**config.mk**
```make
export PLATFORM = sky130hd
export DESIGN_NAME = frp_cmd_unit
export DESIGN_NICKNAME = d
export VERILOG_FILES = /design/src/rtl/frp_pkg.sv /design/src/rtl/frp_cmd_unit.sv
export SDC_FILE = /design/constraint.sdc
export NUM_CORES = 1
export LEC_CHECK = 0
export BUFFER_PORTS_ARGS = -buffer_cell sky130_fd_sc_hd__buf_2
export CORE_MARGIN = 2
export CORE_UTILIZATION = 25
export DETAILED_ROUTE_END_ITERATION = 8
export SLEW_MARGIN = 10
export SYNTH_ARGS = -nofsm -noshare
export SYNTH_HDL_FRONTEND = slang
export SYNTH_SLANG_ARGS = --single-unit
```
**constraint.sdc**
```tcl
create_clock -name sys_clk -period 5.4 [get_ports sys_clk]
set_input_delay 1.08 -clock sys_clk [delete_from_list [all_inputs] [get_ports sys_clk]]
set_output_delay 1.08 -clock sys_clk [all_outputs]
set_load 0.005 [all_outputs]
```
**src/rtl/frp_pkg.sv**
```systemverilog
// constants, types and timing for the flash resume / power-down / id instruction unit
package frp_pkg;
	// instruction codes
	localparam logic [7:0] CMD_SUSPEND = 8'h75;
	localparam logic [7:0] CMD_RESUME = 8'h7a;
	localparam logic [7:0] CMD_SLEEP = 8'hb9;
	localparam logic [7:0] CMD_WAKE_ID = 8'hab;
	localparam logic [7:0] CMD_MFR_ID = 8'h90;
	localparam logic [7:0] CMD_MFR_ID2 = 8'h92;
	localparam logic [7:0] CMD_MFR_ID4 = 8'h94;
	localparam logic [7:0] CMD_UNIQUE = 8'h4b;
	localparam logic [7:0] CMD_JEDEC = 8'h9f;
	// clocks per phase (serial clocks)
	localparam logic [5:0] CMD_BITS = 6'h08;
	localparam logic [5:0] ADDR1_CLKS = 6'h18;
	localparam logic [5:0] ADDR2_CLKS = 6'h10;
	localparam logic [5:0] ADDR4_CLKS = 6'h08;
	localparam logic [5:0] DUMMY_ID_CLKS = 6'h18;
	localparam logic [5:0] DUMMY_UID_CLKS = 6'h20;
	localparam logic [5:0] DUMMY_QUAD_CLKS = 6'h04;
	// output pattern lengths in bits
	localparam logic [6:0] LEN_DEV = 7'h08;
	localparam logic [6:0] LEN_MFR_DEV = 7'h10;
	localparam logic [6:0] LEN_JEDEC = 7'h18;
	localparam logic [6:0] LEN_UID = 7'h40;
	// lane widths
	localparam logic [2:0] LANE1 = 3'h1;
	localparam logic [2:0] LANE2 = 3'h2;
	localparam logic [2:0] LANE4 = 3'h4;
	// drive enables, low while driving
	localparam logic [3:0] OE_NONE = 4'hf;
	localparam logic [3:0] OE_SINGLE = 4'hd;
	localparam logic [3:0] OE_DUAL = 4'hc;
	localparam logic [3:0] OE_QUAD = 4'h0;
	// timing
	localparam int CLK_MHZ = 100;
	localparam int RESUME_BUSY_NS = 200;
	localparam int SLEEP_ENTRY_NS = 3000;
	localparam int WAKE_NS = 3000;
	localparam int WAKE_ID_NS = 1800;
	localparam int RESUME_BUSY_CYC = RESUME_BUSY_NS * CLK_MHZ / 1000;
	localparam logic [11:0] SLEEP_ENTRY_CYC = 12'((SLEEP_ENTRY_NS * CLK_MHZ + 999) / 1000);
	localparam logic [11:0] WAKE_CYC = 12'((WAKE_NS * CLK_MHZ + 999) / 1000);
	localparam logic [11:0] WAKE_ID_CYC = 12'((WAKE_ID_NS * CLK_MHZ + 999) / 1000);

	// serial pins after synchronisation
	typedef struct packed {
		logic cs_n;
		logic sck;
		logic [3:0] io;
	} frp_pins_s;
	localparam frp_pins_s PINS_IDLE = '{cs_n: 1'b1, sck: 1'b0, io: 4'h0};

	typedef enum {ST_CMD, ST_ADDR, ST_DUMMY, ST_OUT, ST_END, ST_IGNORE} frp_state_e;
	typedef enum {PW_ON, PW_ENTERING, PW_DOWN, PW_WAKING} frp_power_e;
endpackage : frp_pkg

```
**src/rtl/frp_cmd_unit.sv**
```systemverilog
// instruction unit: resume, power-down, release and identification reads
`timescale 1ns/100ps
`default_nettype none
// Notes on behaviour
// - resume accepted only when suspended, not busy
// - resume clears suspend, engine raises busy
// - resume ignored if not suspended or busy
// - power loss drops suspend, resume then ignored
// - power-down only if select rises after bit8
// - in power-down only release instruction heard
// - powers up awake, never in power-down
// - release, select high, wake delay, then commands
// - ABh plus three dummies repeats device id
// - release/id ignored while busy
// - 90h address picks order, ids alternate
// - 92h address, mode, ids two bits per clock
// - 94h four lanes, four dummy clocks
// - 4Bh four dummies then 64-bit unique id
// - 9Fh gives maker, type, capacity bytes
// - suspend accepted when not suspended and busy
module frp_cmd_unit import frp_pkg::*; #(
	parameter logic [7:0] MFR_ID = 8'h5a, // arbitrary value
	parameter logic [7:0] DEV_ID = 8'h17, // arbitrary value
	parameter logic [7:0] MEM_TYPE = 8'h40, // arbitrary value
	parameter logic [7:0] CAPACITY = 8'h18, // arbitrary value
	parameter logic [63:0] UNIQUE_ID = 64'h0123_4567_89ab_cdef // arbitrary value
) (
	// clock and reset
	input wire logic sys_clk,
	input wire logic rst_n,
	// serial link pins
	input wire logic spi_cs_n,
	input wire logic spi_sck,
	input wire logic [3:0] spi_io_in,
	output logic [3:0] spi_io_out,
	output logic [3:0] spi_io_oe_n,
	// erase/program engine
	input wire logic busy_in,
	input wire logic power_fail,
	output logic suspend_flag,
	output logic suspend_req,
	output logic resume_req,
	output logic power_down
);
	localparam int A_ENTRY = 320;
	localparam int A_WAKE = 320;

	frp_pins_s pin_s1, pin_s2;
	logic sck_d, cs_d;
	frp_state_e state_r;
	frp_power_e pw_r;
	logic [5:0] cnt_r, tgt_r;
	logic [31:0] shift_r, shift_nxt;
	logic [7:0] cmd_r, cmd_w;
	logic [2:0] in_lanes_r, out_lanes_r;
	logic [63:0] out_r, pat_r, mfr_pat;
	logic [6:0] left_r, len_r;
	logic [3:0] io_out_r, io_oe_n_r;
	logic [11:0] pw_cnt_r;
	logic susp_r, sus_req_r, res_req_r, pd_r, swap;
	logic sck_rise, sck_fall, cs_rise, decode_w, exec_w, wake_go;

	// two-flop synchroniser; only stage two is looked at
	always_ff @(posedge sys_clk or negedge rst_n) begin
		if (!rst_n) begin
			pin_s1 <= PINS_IDLE;
			pin_s2 <= PINS_IDLE;
			sck_d <= 1'b0;
			cs_d <= 1'b1;
		end else begin
			pin_s1 <= '{cs_n: spi_cs_n, sck: spi_sck, io: spi_io_in};
			pin_s2 <= pin_s1;
			sck_d <= pin_s2.sck;
			cs_d <= pin_s2.cs_n;
		end
	end

	// edges of the link clock and select
	assign sck_rise = pin_s2.sck && !sck_d && !pin_s2.cs_n;
	assign sck_fall = !pin_s2.sck && sck_d && !pin_s2.cs_n;
	assign cs_rise = pin_s2.cs_n && !cs_d;
	assign cmd_w = {shift_r[6:0], pin_s2.io[0]};
	assign decode_w = sck_rise && state_r == ST_CMD && cnt_r == CMD_BITS - 6'h01;
	// a frame that stopped right after the eighth bit
	assign exec_w = cs_rise && state_r == ST_END;
	assign wake_go = cs_rise && cmd_r == CMD_WAKE_ID && pw_r == PW_DOWN
		&& (state_r == ST_END || state_r == ST_DUMMY || state_r == ST_OUT);

	// input lanes: io0 alone, io1..0, or all four
	always_comb begin
		unique case (in_lanes_r)
			LANE4: shift_nxt = {shift_r[27:0], pin_s2.io};
			LANE2: shift_nxt = {shift_r[29:0], pin_s2.io[1:0]};
			default: shift_nxt = {shift_r[30:0], pin_s2.io[0]};
		endcase
		// lowest address bit picks which id leads
		swap = (cmd_r == CMD_MFR_ID) ? shift_nxt[0] : shift_nxt[8];
		mfr_pat = swap ? {4{DEV_ID, MFR_ID}} : {4{MFR_ID, DEV_ID}};
	end

	// instruction sequencer: sample on rising, drive on falling
	always_ff @(posedge sys_clk or negedge rst_n) begin
		if (!rst_n) begin
			state_r <= ST_CMD;
			cnt_r <= 6'h00;
			tgt_r <= 6'h00;
			shift_r <= 32'h0;
			cmd_r <= 8'h00;
			in_lanes_r <= LANE1;
			out_lanes_r <= LANE1;
			out_r <= 64'h0;
			pat_r <= 64'h0;
			left_r <= 7'h00;
			len_r <= 7'h00;
			io_out_r <= 4'h0;
			io_oe_n_r <= OE_NONE;
		end else if (pin_s2.cs_n) begin
			// select high ends any frame and frees the pins
			state_r <= ST_CMD;
			cnt_r <= 6'h00;
			in_lanes_r <= LANE1;
			io_oe_n_r <= OE_NONE;
		end else if (decode_w) begin
			cmd_r <= cmd_w;
			cnt_r <= 6'h00;
			shift_r <= shift_nxt;
			if (cmd_w == CMD_WAKE_ID && busy_in) begin
				state_r <= ST_IGNORE;
			end else if (pw_r != PW_ON && !(pw_r == PW_DOWN && cmd_w == CMD_WAKE_ID)) begin
				state_r <= ST_IGNORE;
			end else begin
				unique case (cmd_w)
					CMD_SUSPEND, CMD_RESUME, CMD_SLEEP: state_r <= ST_END;
					CMD_WAKE_ID: begin
						state_r <= ST_DUMMY;
						tgt_r <= DUMMY_ID_CLKS;
						pat_r <= {8{DEV_ID}};
						len_r <= LEN_DEV;
						out_lanes_r <= LANE1;
					end
					CMD_MFR_ID: begin
						state_r <= ST_ADDR;
						tgt_r <= ADDR1_CLKS;
					end
					CMD_MFR_ID2: begin
						state_r <= ST_ADDR;
						tgt_r <= ADDR2_CLKS;
						in_lanes_r <= LANE2;
					end
					CMD_MFR_ID4: begin
						state_r <= ST_ADDR;
						tgt_r <= ADDR4_CLKS;
						in_lanes_r <= LANE4;
					end
					CMD_UNIQUE: begin
						state_r <= ST_DUMMY;
						tgt_r <= DUMMY_UID_CLKS;
						pat_r <= UNIQUE_ID;
						len_r <= LEN_UID;
						out_lanes_r <= LANE1;
					end
					CMD_JEDEC: begin
						state_r <= ST_OUT;
						pat_r <= {MFR_ID, MEM_TYPE, CAPACITY, 40'h0};
						out_r <= {MFR_ID, MEM_TYPE, CAPACITY, 40'h0};
						len_r <= LEN_JEDEC;
						left_r <= LEN_JEDEC;
						out_lanes_r <= LANE1;
					end
					default: state_r <= ST_IGNORE;
				endcase
			end
		end else if (sck_rise) begin
			unique case (state_r)
				ST_CMD: begin
					shift_r <= shift_nxt;
					cnt_r <= cnt_r + 6'h01;
				end
				ST_ADDR: begin
					shift_r <= shift_nxt;
					cnt_r <= cnt_r + 6'h01;
					if (cnt_r == tgt_r - 6'h01) begin
						cnt_r <= 6'h00;
						pat_r <= mfr_pat;
						out_r <= mfr_pat;
						len_r <= LEN_MFR_DEV;
						left_r <= LEN_MFR_DEV;
						out_lanes_r <= in_lanes_r;
						// mode byte is taken but not acted on
						if (cmd_r == CMD_MFR_ID4) begin
							state_r <= ST_DUMMY;
							tgt_r <= DUMMY_QUAD_CLKS;
						end else begin
							state_r <= ST_OUT;
						end
					end
				end
				ST_DUMMY: begin
					cnt_r <= cnt_r + 6'h01;
					if (cnt_r == tgt_r - 6'h01) begin
						state_r <= ST_OUT;
						out_r <= pat_r;
						left_r <= len_r;
					end
				end
				ST_END: state_r <= ST_IGNORE;
				ST_OUT, ST_IGNORE: state_r <= state_r;
			endcase
		end else if (sck_fall && state_r == ST_OUT) begin
			// msb first on the top lanes; pattern restarts until select rises
			unique case (out_lanes_r)
				LANE4: begin
					io_out_r <= out_r[63:60];
					io_oe_n_r <= OE_QUAD;
				end
				LANE2: begin
					io_out_r <= {2'b00, out_r[63:62]};
					io_oe_n_r <= OE_DUAL;
				end
				default: begin
					io_out_r <= {2'b00, out_r[63], 1'b0};
					io_oe_n_r <= OE_SINGLE;
				end
			endcase
			if (left_r == {4'h0, out_lanes_r}) begin
				out_r <= pat_r;
				left_r <= len_r;
			end else begin
				out_r <= out_r << out_lanes_r;
				left_r <= left_r - {4'h0, out_lanes_r};
			end
		end
	end

	// suspend flag and engine handshakes; an accepted suspend wins over power loss
	always_ff @(posedge sys_clk or negedge rst_n) begin
		if (!rst_n) begin
			susp_r <= 1'b0;
			sus_req_r <= 1'b0;
			res_req_r <= 1'b0;
		end else begin
			sus_req_r <= 1'b0;
			res_req_r <= 1'b0;
			if (exec_w && cmd_r == CMD_SUSPEND && !susp_r && busy_in) begin
				susp_r <= 1'b1;
				sus_req_r <= 1'b1;
			end else if (exec_w && cmd_r == CMD_RESUME && susp_r && !busy_in) begin
				// engine must raise busy within its own bound
				susp_r <= 1'b0;
				res_req_r <= 1'b1;
			end else if (power_fail) begin
				susp_r <= 1'b0;
			end
		end
	end

	// power state: entry delay, sleep, wake delay
	always_ff @(posedge sys_clk or negedge rst_n) begin
		if (!rst_n) begin
			pw_r <= PW_ON;
			pd_r <= 1'b0;
			pw_cnt_r <= 12'h000;
		end else begin
			unique case (pw_r)
				PW_ON: if (exec_w && cmd_r == CMD_SLEEP) begin
					pw_r <= PW_ENTERING;
					pw_cnt_r <= SLEEP_ENTRY_CYC - 12'h001;
				end
				PW_ENTERING: if (pw_cnt_r == 12'h000) begin
					pw_r <= PW_DOWN;
					pd_r <= 1'b1;
				end else begin
					pw_cnt_r <= pw_cnt_r - 12'h001;
				end
				// a bare release is still at dummy count zero and waits the full delay
				PW_DOWN: if (wake_go) begin
					pw_r <= PW_WAKING;
					pw_cnt_r <= (state_r == ST_DUMMY && cnt_r == 6'h00) ? WAKE_CYC - 12'h001
						: WAKE_ID_CYC - 12'h001;
				end
				PW_WAKING: if (pw_cnt_r == 12'h000) begin
					pw_r <= PW_ON;
					pd_r <= 1'b0;
				end else begin
					pw_cnt_r <= pw_cnt_r - 12'h001;
				end
			endcase
		end
	end

	assign spi_io_out = io_out_r;
	assign spi_io_oe_n = io_oe_n_r;
	assign suspend_flag = susp_r;
	assign suspend_req = sus_req_r;
	assign resume_req = res_req_r;
	assign power_down = pd_r;
endmodule : frp_cmd_unit
`default_nettype wire

```
* Word level (Yosys, flattened, before mapping)
Cells that the tools add are included.
** Operators by class
- Add/sub/neg operators :: 4
- Multipliers :: 0
- Div/mod/pow operators :: 0
- Order comparisons :: 0
- Equal/unequal tests :: 52
- Shift operators :: 1
- Muxes and demuxes :: 98
- Bitwise logic cells :: 3
- Reductions and logical operators :: 74
** Operator list (number)
- 64-bit 2-to-1 mux :: 14
- 32-bit 2-to-1 mux :: 9
- 64-bit one-hot mux with 3 select lines :: 1
- 32-bit by 3-bit equality test with 1-bit output (second input constant) :: 4
- 32-bit one-hot mux with 4 select lines :: 1
- 64-bit one-hot mux with 2 select lines :: 1
- 7-bit 2-to-1 mux :: 14
- 32-bit by 2-bit equality test with 1-bit output (second input constant) :: 3
- 32-bit logical NOT :: 3
- 32-bit one-hot mux with 3 select lines :: 1
- 8-bit equality test (second input constant) :: 10
- 6-bit 2-to-1 mux :: 11
- 32-bit by 1-bit equality test with 1-bit output (second input constant) :: 2
- 64-bit by 3-bit left shift with 64-bit output :: 1
- 63-bit 2-to-1 mux :: 1
- 8-bit by 7-bit equality test with 1-bit output (second input constant) :: 5
- 3-bit 2-to-1 mux :: 13
- 12-bit 2-to-1 mux :: 3
- 12-bit one-hot mux with 3 select lines :: 1
- 32-bit by 4-bit equality test with 1-bit output (second input constant) :: 1
- 32-bit nonzero test :: 1
- 8-bit 2-to-1 mux :: 3
- 2-bit inequality test (second input constant) :: 12
- 6-bit one-hot mux with 4 select lines :: 1
- other kinds (41) :: 116
** Word-level totals
- Flip-flop bits (word level) :: 278
- Bits in latches :: 0
- RAM bits :: 0
- Memory bits (read-only) :: 0
- Input bits :: 10
- Output and inout bits :: 12
- Word-level logic and storage cells :: 259
- Memories :: 0

* Depth between registers and ports, before layout
Gate-level depths: netlist of the first run.
- Word-level depth :: 8
- Gate-level depth with buffers :: 13

* Least setup slack after synthesis of the first run
No wires, ideal clock.
- Path kind :: reg2reg
- Start :: reg out_lanes_r[1]
- End :: reg out_r[11]
- Library setup time :: 0.096 ns
- Arrival :: 2.672 ns
- Required time :: 5.304 ns
- Setup slack :: 2.632 ns
- Stages on the path, launching flop included :: 13
- Clock period less this slack :: 2.768 ns
- Cell sequence :: dfrtp_1 -> buf_2 -> inv_1 -> clkbuf_1 -> buf_1 -> ha_1 -> and3_1 -> a21o_1 -> buf_2 -> nand2_1 -> buf_2 -> o211ai_1 -> o31ai_1
** On the way
- Cells in the longest elaborated chain, start to end :: 5
** RTL lines
- from (decl) :: line frp_cmd_unit.sv:55 : logic [2:0] in_lanes_r, out_lanes_r;
- from (signal assigned) :: line frp_cmd_unit.sv:188 : out_lanes_r <= in_lanes_r;
- 64-bit by 3-bit left shift with 64-bit output or 7-bit by 3-bit equality test with 1-bit output (tied branches) :: line frp_cmd_unit.sv:229, frp_cmd_unit.sv:225
- 64-bit 2-to-1 mux (*) :: line frp_cmd_unit.sv:225 : if (left_r == {4'h0, out_lanes_r}) begin
- 64-bit 2-to-1 mux (*) :: line frp_cmd_unit.sv:209 : end else if (sck_fall && state_r == ST_OUT) begin
- 64-bit 2-to-1 mux (*) :: line frp_cmd_unit.sv:173 : end else if (sck_rise) begin
- 64-bit 2-to-1 mux (*) :: line frp_cmd_unit.sv:123 : end else if (decode_w) begin
- to (signal assigned) :: line frp_cmd_unit.sv:185 : out_r <= mfr_pat;
- to (signal assigned) :: line frp_cmd_unit.sv:226 : out_r <= pat_r;
- to (signal assigned) :: line frp_cmd_unit.sv:229 : out_r <= out_r << out_lanes_r;
- to (decl) :: line frp_cmd_unit.sv:56 : logic [63:0] out_r, pat_r, mfr_pat;
Every way passes the cells marked *; elsewhere a longest branch is shown, timed or not. The select of a mux whose other input is x is not followed.
A chain may end at the register's enable or synchronous reset.

* Final worst setup path of the first run
- Start :: reg pin_s2[5] (netlist bit)
- End :: reg pat_r[59]
** On the way
- Cells in the longest elaborated chain, start to end :: 6
** RTL lines
- from (decl) :: line frp_cmd_unit.sv:48 : frp_pins_s pin_s1, pin_s2;
- from (signal assigned) :: line frp_cmd_unit.sv:72 : pin_s2 <= pin_s1;
- 1-bit logical NOT :: line frp_cmd_unit.sv:79 : assign sck_rise = pin_s2.sck && !sck_d && !pin_s2.cs_n;
- 1-bit logical AND :: line frp_cmd_unit.sv:79
- 1-bit logical AND (2 in a row) :: line frp_cmd_unit.sv:83 : assign decode_w = sck_rise && state_r == ST_CMD && cnt_r == CMD_BITS - 6'h01;
- 4-bit by 1-bit inequality test with 1-bit output (no source line) (tied with other cells)
- 7-bit AND reduction (no source line)
- to (signal assigned) :: line frp_cmd_unit.sv:137 : pat_r <= {8{DEV_ID}};
- to (signal assigned) :: line frp_cmd_unit.sv:164 : pat_r <= {MFR_ID, MEM_TYPE, CAPACITY, 40'h0};
- to (signal assigned) :: line frp_cmd_unit.sv:184 : pat_r <= mfr_pat;
- to (decl) :: line frp_cmd_unit.sv:56
Parallel ways exist; a longest one is shown, timed or not.

==> results_dict.tcl, run 1 <==
set metrics [dict create \
    worst_setup_path_category "reg2reg" \
    number_of_antenna_violations_at_the_first_check_in_global_routing 0 \
    max-slew-margin-rel_pct 20.8 \
    timing.critical_path.fanout_max 30 \
    critical_path.cell_chain "nor3b_4, nand4_2, o41ai_4, o211ai_1, o21a_1" \
    synth_edf_count 0 \
    layout_setup_ws_ns 1.96 \
    setup_repair_after_global_routing_missed_its_margin "false" \
    final_layout_size_suffix_gt1_share_pct 11.6 \
    reg2regPathDepth 5 \
    timing_hold_violations_final 0 \
    fin_crit_sh_pct 63.7 \
    drcViolationCount 0 \
    die_area_um2 42600 \
    critical_path_required_ns 5.72 \
    vdd.ir_drop.worst_mv 0.175 \
    port_buffers 21 \
    clock_tree_from_tritoncts "built" \
    synth_ff_type "sky130_fd_sc_hd__dfrtp_1" \
    instance_area_after_placement_um2 10700 \
    p_leak_uw 0.00502 \
    clk_pin_slew_ns 0.07 \
    critical_path_slowest_stage_cell "sky130_fd_sc_hd__o41ai_4" \
    holdBufCountCts 0 \
    design.core.area_um2 40600 \
    post_cts_resize_count 0 \
    worst_case_clock_buffer_depth 2 \
    critical_path.reg2reg.endpoint "pat_r[59]" \
    ys_ff_latch 161 \
    vias_in_the_first_global_route 8330 \
    worst_setup_path_end_kind "flip-flop" \
    post_synth_design_cell_area_um2 10200 \
    htreeDepth 4 \
    gate_count_post_synth 1135 \
    grt_start_max_net_pins 91 \
    syn_area_per_cell_um2 9.02 \
    routed-via-count 8498 \
    root_driver "sky130_fd_sc_hd__clkbuf_16" \
    hold_path.class "reg2reg" \
    placedCellCount 1617 \
    worst_r2r_setup_slack_ns 1.96 \
    detail_route.first_pass.iterations 5 \
    synth_seq_area_share_pct 39.5 \
    clk-insertion-delay-late_ns 0.44 \
    dp_hpwl_um 18000 \
    fillers 4321 \
    cts_setup_buffers 0 \
    arr_time_crit_path_ns 3.76 \
    route.final.wire_length_um 26900 \
    clock-sinks 161 \
    global_route_wire_length_before_repair_um 44500 \
    slew_viol_final 0 \
    synth.net_count 1157 \
    max_freq_mhz 291 \
    std_cell_rows 74 \
    hold_path_startpoint "pin_s1[1]" \
    power-per-cell-area_nw_per_um2 305 \
    fin_area_um2 11300 \
    finalSetupViolations 0 \
    cts_inserted_buffers 17 \
    die_w_um 206 \
    layout_min_cycle_time_ns 3.44 \
    slowest_cell_delay_on_critical_path_ns 1.02 \
    outcome "finished clean" \
    synthToLayoutAreaGrowth_pct 10.5 \
    grt_usage_pct 13.0 \
    final_util_pct 27.8 \
    drt-wirelength-per-cell_um 16.3 \
    post-place-ws_ns 2.04 \
    fin_nets 1126 \
    cap_violations 0 \
    route.detailed.vias_per_inst 5.15 \
    ios 22 \
    finalSetupTns_ns 0 \
    timing.hold.worst_endpoint "pin_s2[1]" \
    detailedRoute.firstIterationViolations 596 \
    yosys.cell_types.count 96 \
    antennaDiodeCount 0 \
    fin_cells 1649 \
    finClkSkew_ns 0.0190 \
    grt.overflow.total 0 \
    die-height_um 206 \
    timing.hold.worst_path_depth 0 \
    max_slew.worst_pin.slew_ns 1.18 \
    detail-route-antenna-nets 0 \
    crit-reg2reg-launch "pin_s2[5]" \
    yosysWarningCount 0 \
    postSynth.asyncResetShare_pct 100 \
    routability_congestion 0.808 \
    critical_path.startpoint_type "flip-flop" \
    initial_core_util_pct 25.2 \
]
==> cell usage in the layout, fill, tap and decap left out, types with 28 or more instances in the layout <==
master                       n
sky130_fd_sc_hd__o21ai_0    60
sky130_fd_sc_hd__and2_1     28
sky130_fd_sc_hd__nor2_1     76
sky130_fd_sc_hd__dfrtp_1   151
sky130_fd_sc_hd__o31ai_1    49
sky130_fd_sc_hd__nand2_1   167
sky130_fd_sc_hd__a21oi_1    54
sky130_fd_sc_hd__mux2i_1    75
sky130_fd_sc_hd__a211oi_1   31
sky130_fd_sc_hd__nor3_1     28
==> worst max path at each step <==
stage	endpoint	slack [ns]	start	cells past startpoint
floorplan	out_r[11]	2.63	out_lanes_r[1]	12
global placement	pat_r[59]	2.06	pin_s2[5]	5
detailed placement	pat_r[59]	2.04	pin_s2[5]	5
CTS	pat_r[59]	2.02	pin_s2[5]	5
global route	out_r[32]	1.75	pin_s2[5]	6
finish	pat_r[59]	1.96	pin_s2[5]	5
==> kinds of logic (layout without fill, tap and decap cells) <==
logic type                 count (synthesis)  in the layout  share of synthesized area [%]
and+or+nand+nor                          414            414                           20.2
AOI/OAI and AO/OA                        331            331                           22.5
DFF                                      161            161                           39.5
buffers and inverters                    108             90                           4.85
muxes                                     98             98                           10.3
adders and majority gates                 12             12                           1.54
xor gates and xnor gates                  11             11                           1.15
==> worst max-delay path, delay by kind of cell, from the launching register on <==
| family | cells | cell delay [ns] |
|---|---|---|
| AO/OA/AOI/OAI | 3 | 1.41 |
| flip-flops | 1 | 0.43 |
| AND/OR/NAND/NOR | 2 | 1.48 |
==> layout make-up <==
cell class                      count  area (um^2)  share of cell area, %
Inverter                           25         93.8                  0.830
Sequential cell                   161         4050                   35.8
Timing Repair Buffer               33          201                   1.78
Clock buffer                       19          443                   3.92
Clock inverter                     13          144                   1.27
Multi-Input combinational cell    866         5710                   50.5
Tap cell                          532          666                   5.89
==> synth_stat cells (all sizes together) (6+ instances only) <==
| master | instances | area (um^2) |
|---|---|---|
| nand2 | 167 | 627 |
| nand2b | 8 | 50.1 |
| a311oi | 7 | 61.3 |
| dfrtp | 153 | 3830 |
| nor3b | 6 | 72.6 |
| mux2 | 19 | 214 |
| inv | 24 | 90.1 |
| nor3 | 29 | 150 |
| o31ai | 50 | 380 |
| ha | 11 | 138 |
| a211oi | 31 | 233 |
| a31oi | 11 | 68.8 |
| a21oi | 57 | 304 |
| o211ai | 12 | 90.1 |
| a22o | 19 | 171 |
| xnor2 | 6 | 60.1 |
| o21ai | 76 | 392 |
| o21bai | 9 | 78.8 |
| nor4 | 6 | 43.8 |
| nor2 | 77 | 297 |
| mux2i | 75 | 751 |
| and3 | 10 | 62.6 |
| nor2b | 16 | 100 |
| a21o | 18 | 135 |
| clkbuf | 30 | 113 |
| nand3 | 26 | 130 |
| o21a | 6 | 45.0 |
| buf | 53 | 290 |
| and2 | 29 | 183 |
| dfstp | 8 | 210 |
==> stage by stage <==
| step | hold slack, ns | total power, uW |
|---|---|---|
| floorplan | 0.331 | 2050 |
| global placement | 0.336 | 2230 |
| detailed placement | 0.336 | 2240 |
| CTS | 0.354 | 3470 |
| global route | 0.355 | 3640 |
| finish | 0.351 | 3450 |
==> where the power goes <==
part           switching, uW  internal (uW)  total (uW)
combinational            358            310         668
sequential               185           1370        1550
clock                    561            664        1220
total                   1100           2340        3450
==> sequential cells by signal, indices dropped and copies added, names as in the netlist, 3 cells and up <==
register,count
pat_r,14
left_r,7
state_r,3
out_r,64
shift_r,8
tgt_r,4
pw_cnt_r,12
in_lanes_r,3
spi_io_oe_n,3
spi_io_out,4
cnt_r,6
out_lanes_r,3
pin_s1,6
pin_s2,5
cmd_r,8
==> routing by layer <==
metal | track usage, % | vias to the layer above | part of all wire, % | routed length (um)
met3 | 1.67 | 37 | 3.6 | 978
met1 | 17.3 | 4189 | 46 | 12500
met2 | 21.8 | 196 | 48 | 12900
li1 | - | 4076 | - | -
met5 | 0 | - | 0 | 0
met4 | 4.21 | 0 | 2.0 | 533
No activity file was read; power rests on OpenSTA's default activity.
==> run 2: changes to the inputs <==
- clock period: 5.4 -> 3.25 ns (I/O delays scaled with it)
==> run 2 against run 1 <==
Fmax rose by 21%. Register-to-register slack got worse by 1.6 ns. Global-route usage rose by 0.62 points. Count of clock-buffer cells in the layout rose by 1. Critical path type unchanged. Final area rose by 1.2%. Final cell count rose by 0.79%. Routed wire length rose by 3.8%. Clock power rose by 65%. Clock skew fell by 0.0042 ns. Utilization rose by 0.33 points. Sequential share of layout area fell by 0.42 points.
==> results_dict.tcl, run 2 (same netlist as run 1, synthesis figures left out) <==
set metrics [dict create \
    outcome "finished clean" \
    worst_r2r_setup_slack_ns 0.41 \
    top_register "out_r" \
    synthToLayoutAreaGrowth_pct 11.8 \
    worst_case_clock_buffer_depth 2 \
    largest_register_ff_count 64 \
    die_w_um 206 \
    vias_in_the_first_global_route 8688 \
    worst_setup_path_category "reg2reg" \
    clock_tree_from_tritoncts "built" \
    fin_cells 1662 \
    ios 22 \
    detail-route-antenna-nets 0 \
    fin_crit_sh_pct 87.4 \
    cts_inserted_buffers 17 \
    detail_route.first_pass.iterations 5 \
    power-per-cell-area_nw_per_um2 501 \
    p_leak_uw 0.00510 \
    htreeDepth 4 \
    clk-insertion-delay-late_ns 0.44 \
    routed-via-count 8678 \
    cts_setup_buffers 0 \
    max_freq_mhz 352 \
    worstSetupEndpoint "out_r[7]" \
    worst_setup_path_end_kind "flip-flop" \
    routability_congestion 0.834 \
    reg2regPathDepth 7 \
    fillers 4249 \
    post_cts_resize_count 0 \
    layout_min_cycle_time_ns 2.84 \
    root_driver "sky130_fd_sc_hd__clkbuf_16" \
    die-height_um 206 \
    fin_nets 1139 \
    critical_path.startpoint_type "flip-flop" \
    grt.overflow.total 0 \
    dp_hpwl_um 18400 \
    most-common-layout-cells "167 x sky130_fd_sc_hd__nand2_1, 151 x sky130_fd_sc_hd__dfrtp_1, 76 x sky130_fd_sc_hd__nor2_1" \
    largestRegisters "out_r x64, pat_r x14, pw_cnt_r x12" \
    detailedRoute.firstIterationViolations 671 \
    finalSetupTns_ns 0 \
    critical_path_slowest_stage_cell "sky130_fd_sc_hd__dfrtp_1" \
    final_layout_size_suffix_gt1_share_pct 12.5 \
    hold_path.class "in2async" \
    commonest_non_fill_non_tap_cell_in_the_layout "sky130_fd_sc_hd__nand2_1" \
    arr_time_crit_path_ns 3.17 \
    critical_path.reg2reg.endpoint "out_r[7]" \
    critical_path_required_ns 3.58 \
    global_route_wire_length_before_repair_um 46200 \
    placedCellCount 1630 \
    drt-wirelength-per-cell_um 16.8 \
    route.final.wire_length_um 28000 \
    route.detailed.vias_per_inst 5.22 \
    slowest_cell_delay_on_critical_path_ns 0.61 \
    grt_usage_pct 13.6 \
    port_buffers 21 \
    timing_hold_violations_final 0 \
    clk_pin_slew_ns 0.07 \
    crit-reg2reg-launch "shift_r[0]" \
    cap_violations 0 \
    holdBufCountCts 0 \
    max-slew-margin-rel_pct 16.1 \
    critical_path.cell_chain "and3_1, and4_1, nor3_1, o2bb2ai_4, buf_4, a311oi_1, a21o_1" \
    design.core.area_um2 40600 \
    timing.critical_path.fanout_max 31 \
    final.hold.worst_slack_ns 0.239 \
    finalSetupViolations 0 \
    crit_start "shift_r[0]" \
    setup_repair_after_global_routing_missed_its_margin "false" \
    initial_core_util_pct 25.2 \
    max_slew.worst_pin.slew_ns 1.25 \
    final_util_pct 28.1 \
    clock-sinks 161 \
    drcViolationCount 0 \
    finClkSkew_ns 0.0148 \
    die_area_um2 42600 \
    number_of_antenna_violations_at_the_first_check_in_global_routing 0 \
    grt_start_max_net_pins 77 \
    antennaDiodeCount 0 \
    std_cell_rows 74 \
    vdd.ir_drop.worst_mv 0.446 \
    slew_viol_final 0 \
]
## run 2: cell type report
cell class / instances / area [um^2] / share of cell area (%)
Clock buffer: 20 / 437 / 3.82
Clock inverter: 12 / 136 / 1.19
Timing Repair Buffer: 46 / 349 / 3.05
Tap cell: 532 / 666 / 5.82
Inverter: 25 / 93.8 / 0.820
Sequential cell: 161 / 4050 / 35.4
Multi-Input combinational cell: 866 / 5710 / 49.9
## run 2: per-layer routing
metal | share of wire, % | GRT usage (%) | vias to the layer above
li1 | - | - | 4115
met1 | 47 | 18.4 | 4324
met2 | 47 | 21.8 | 200
met3 | 4.3 | 2.54 | 39
met4 | 2.3 | 4.87 | 0
met5 | 0 | 0 | -
## run 2: worst min-delay path by stage
stage | start | endpoint | slack [ns]
after CTS | rst_n | left_r[0] | 0.26
after global placement | pin_s1[1] | pin_s2[1] | 0.34
after global routing | rst_n | out_r[20] | 0.29
after detailed placement | pin_s1[1] | pin_s2[1] | 0.34
after floorplan | pin_s1[0] | cmd_w[0] | 0.33
final | rst_n | out_r[32] | 0.24
## run 2: metrics by stage
stage | instance area [um^2] | worst slack (ns) | total power (uW)
5_1_grt | 11400 | 0.225 | 6040
3_5_place_dp | 10900 | 0.451 | 3740
6_report | 11400 | 0.408 | 5740
4_1_cts | 11400 | 0.435 | 5780
3_3_place_gp | 10900 | 0.529 | 3720
2_1_floorplan | 10200 | 0.482 | 3410
## run 2: critical path: cells and delay by family (launching register included)
family                 cells  cell delay (ns)
AO/OA/AOI/OAI              3             0.71
buffers and inverters      1             0.39
AND/OR/NAND/NOR            3             1.01
flip-flops                 1             0.61
## run 2: report_power, final
| part | internal (uW) | switching [uW] |
|---|---|---|
| Combinational | 527 | 617 |
| Sequential | 2270 | 306 |
| Clock | 1130 | 877 |
| Total | 3940 | 1800 |
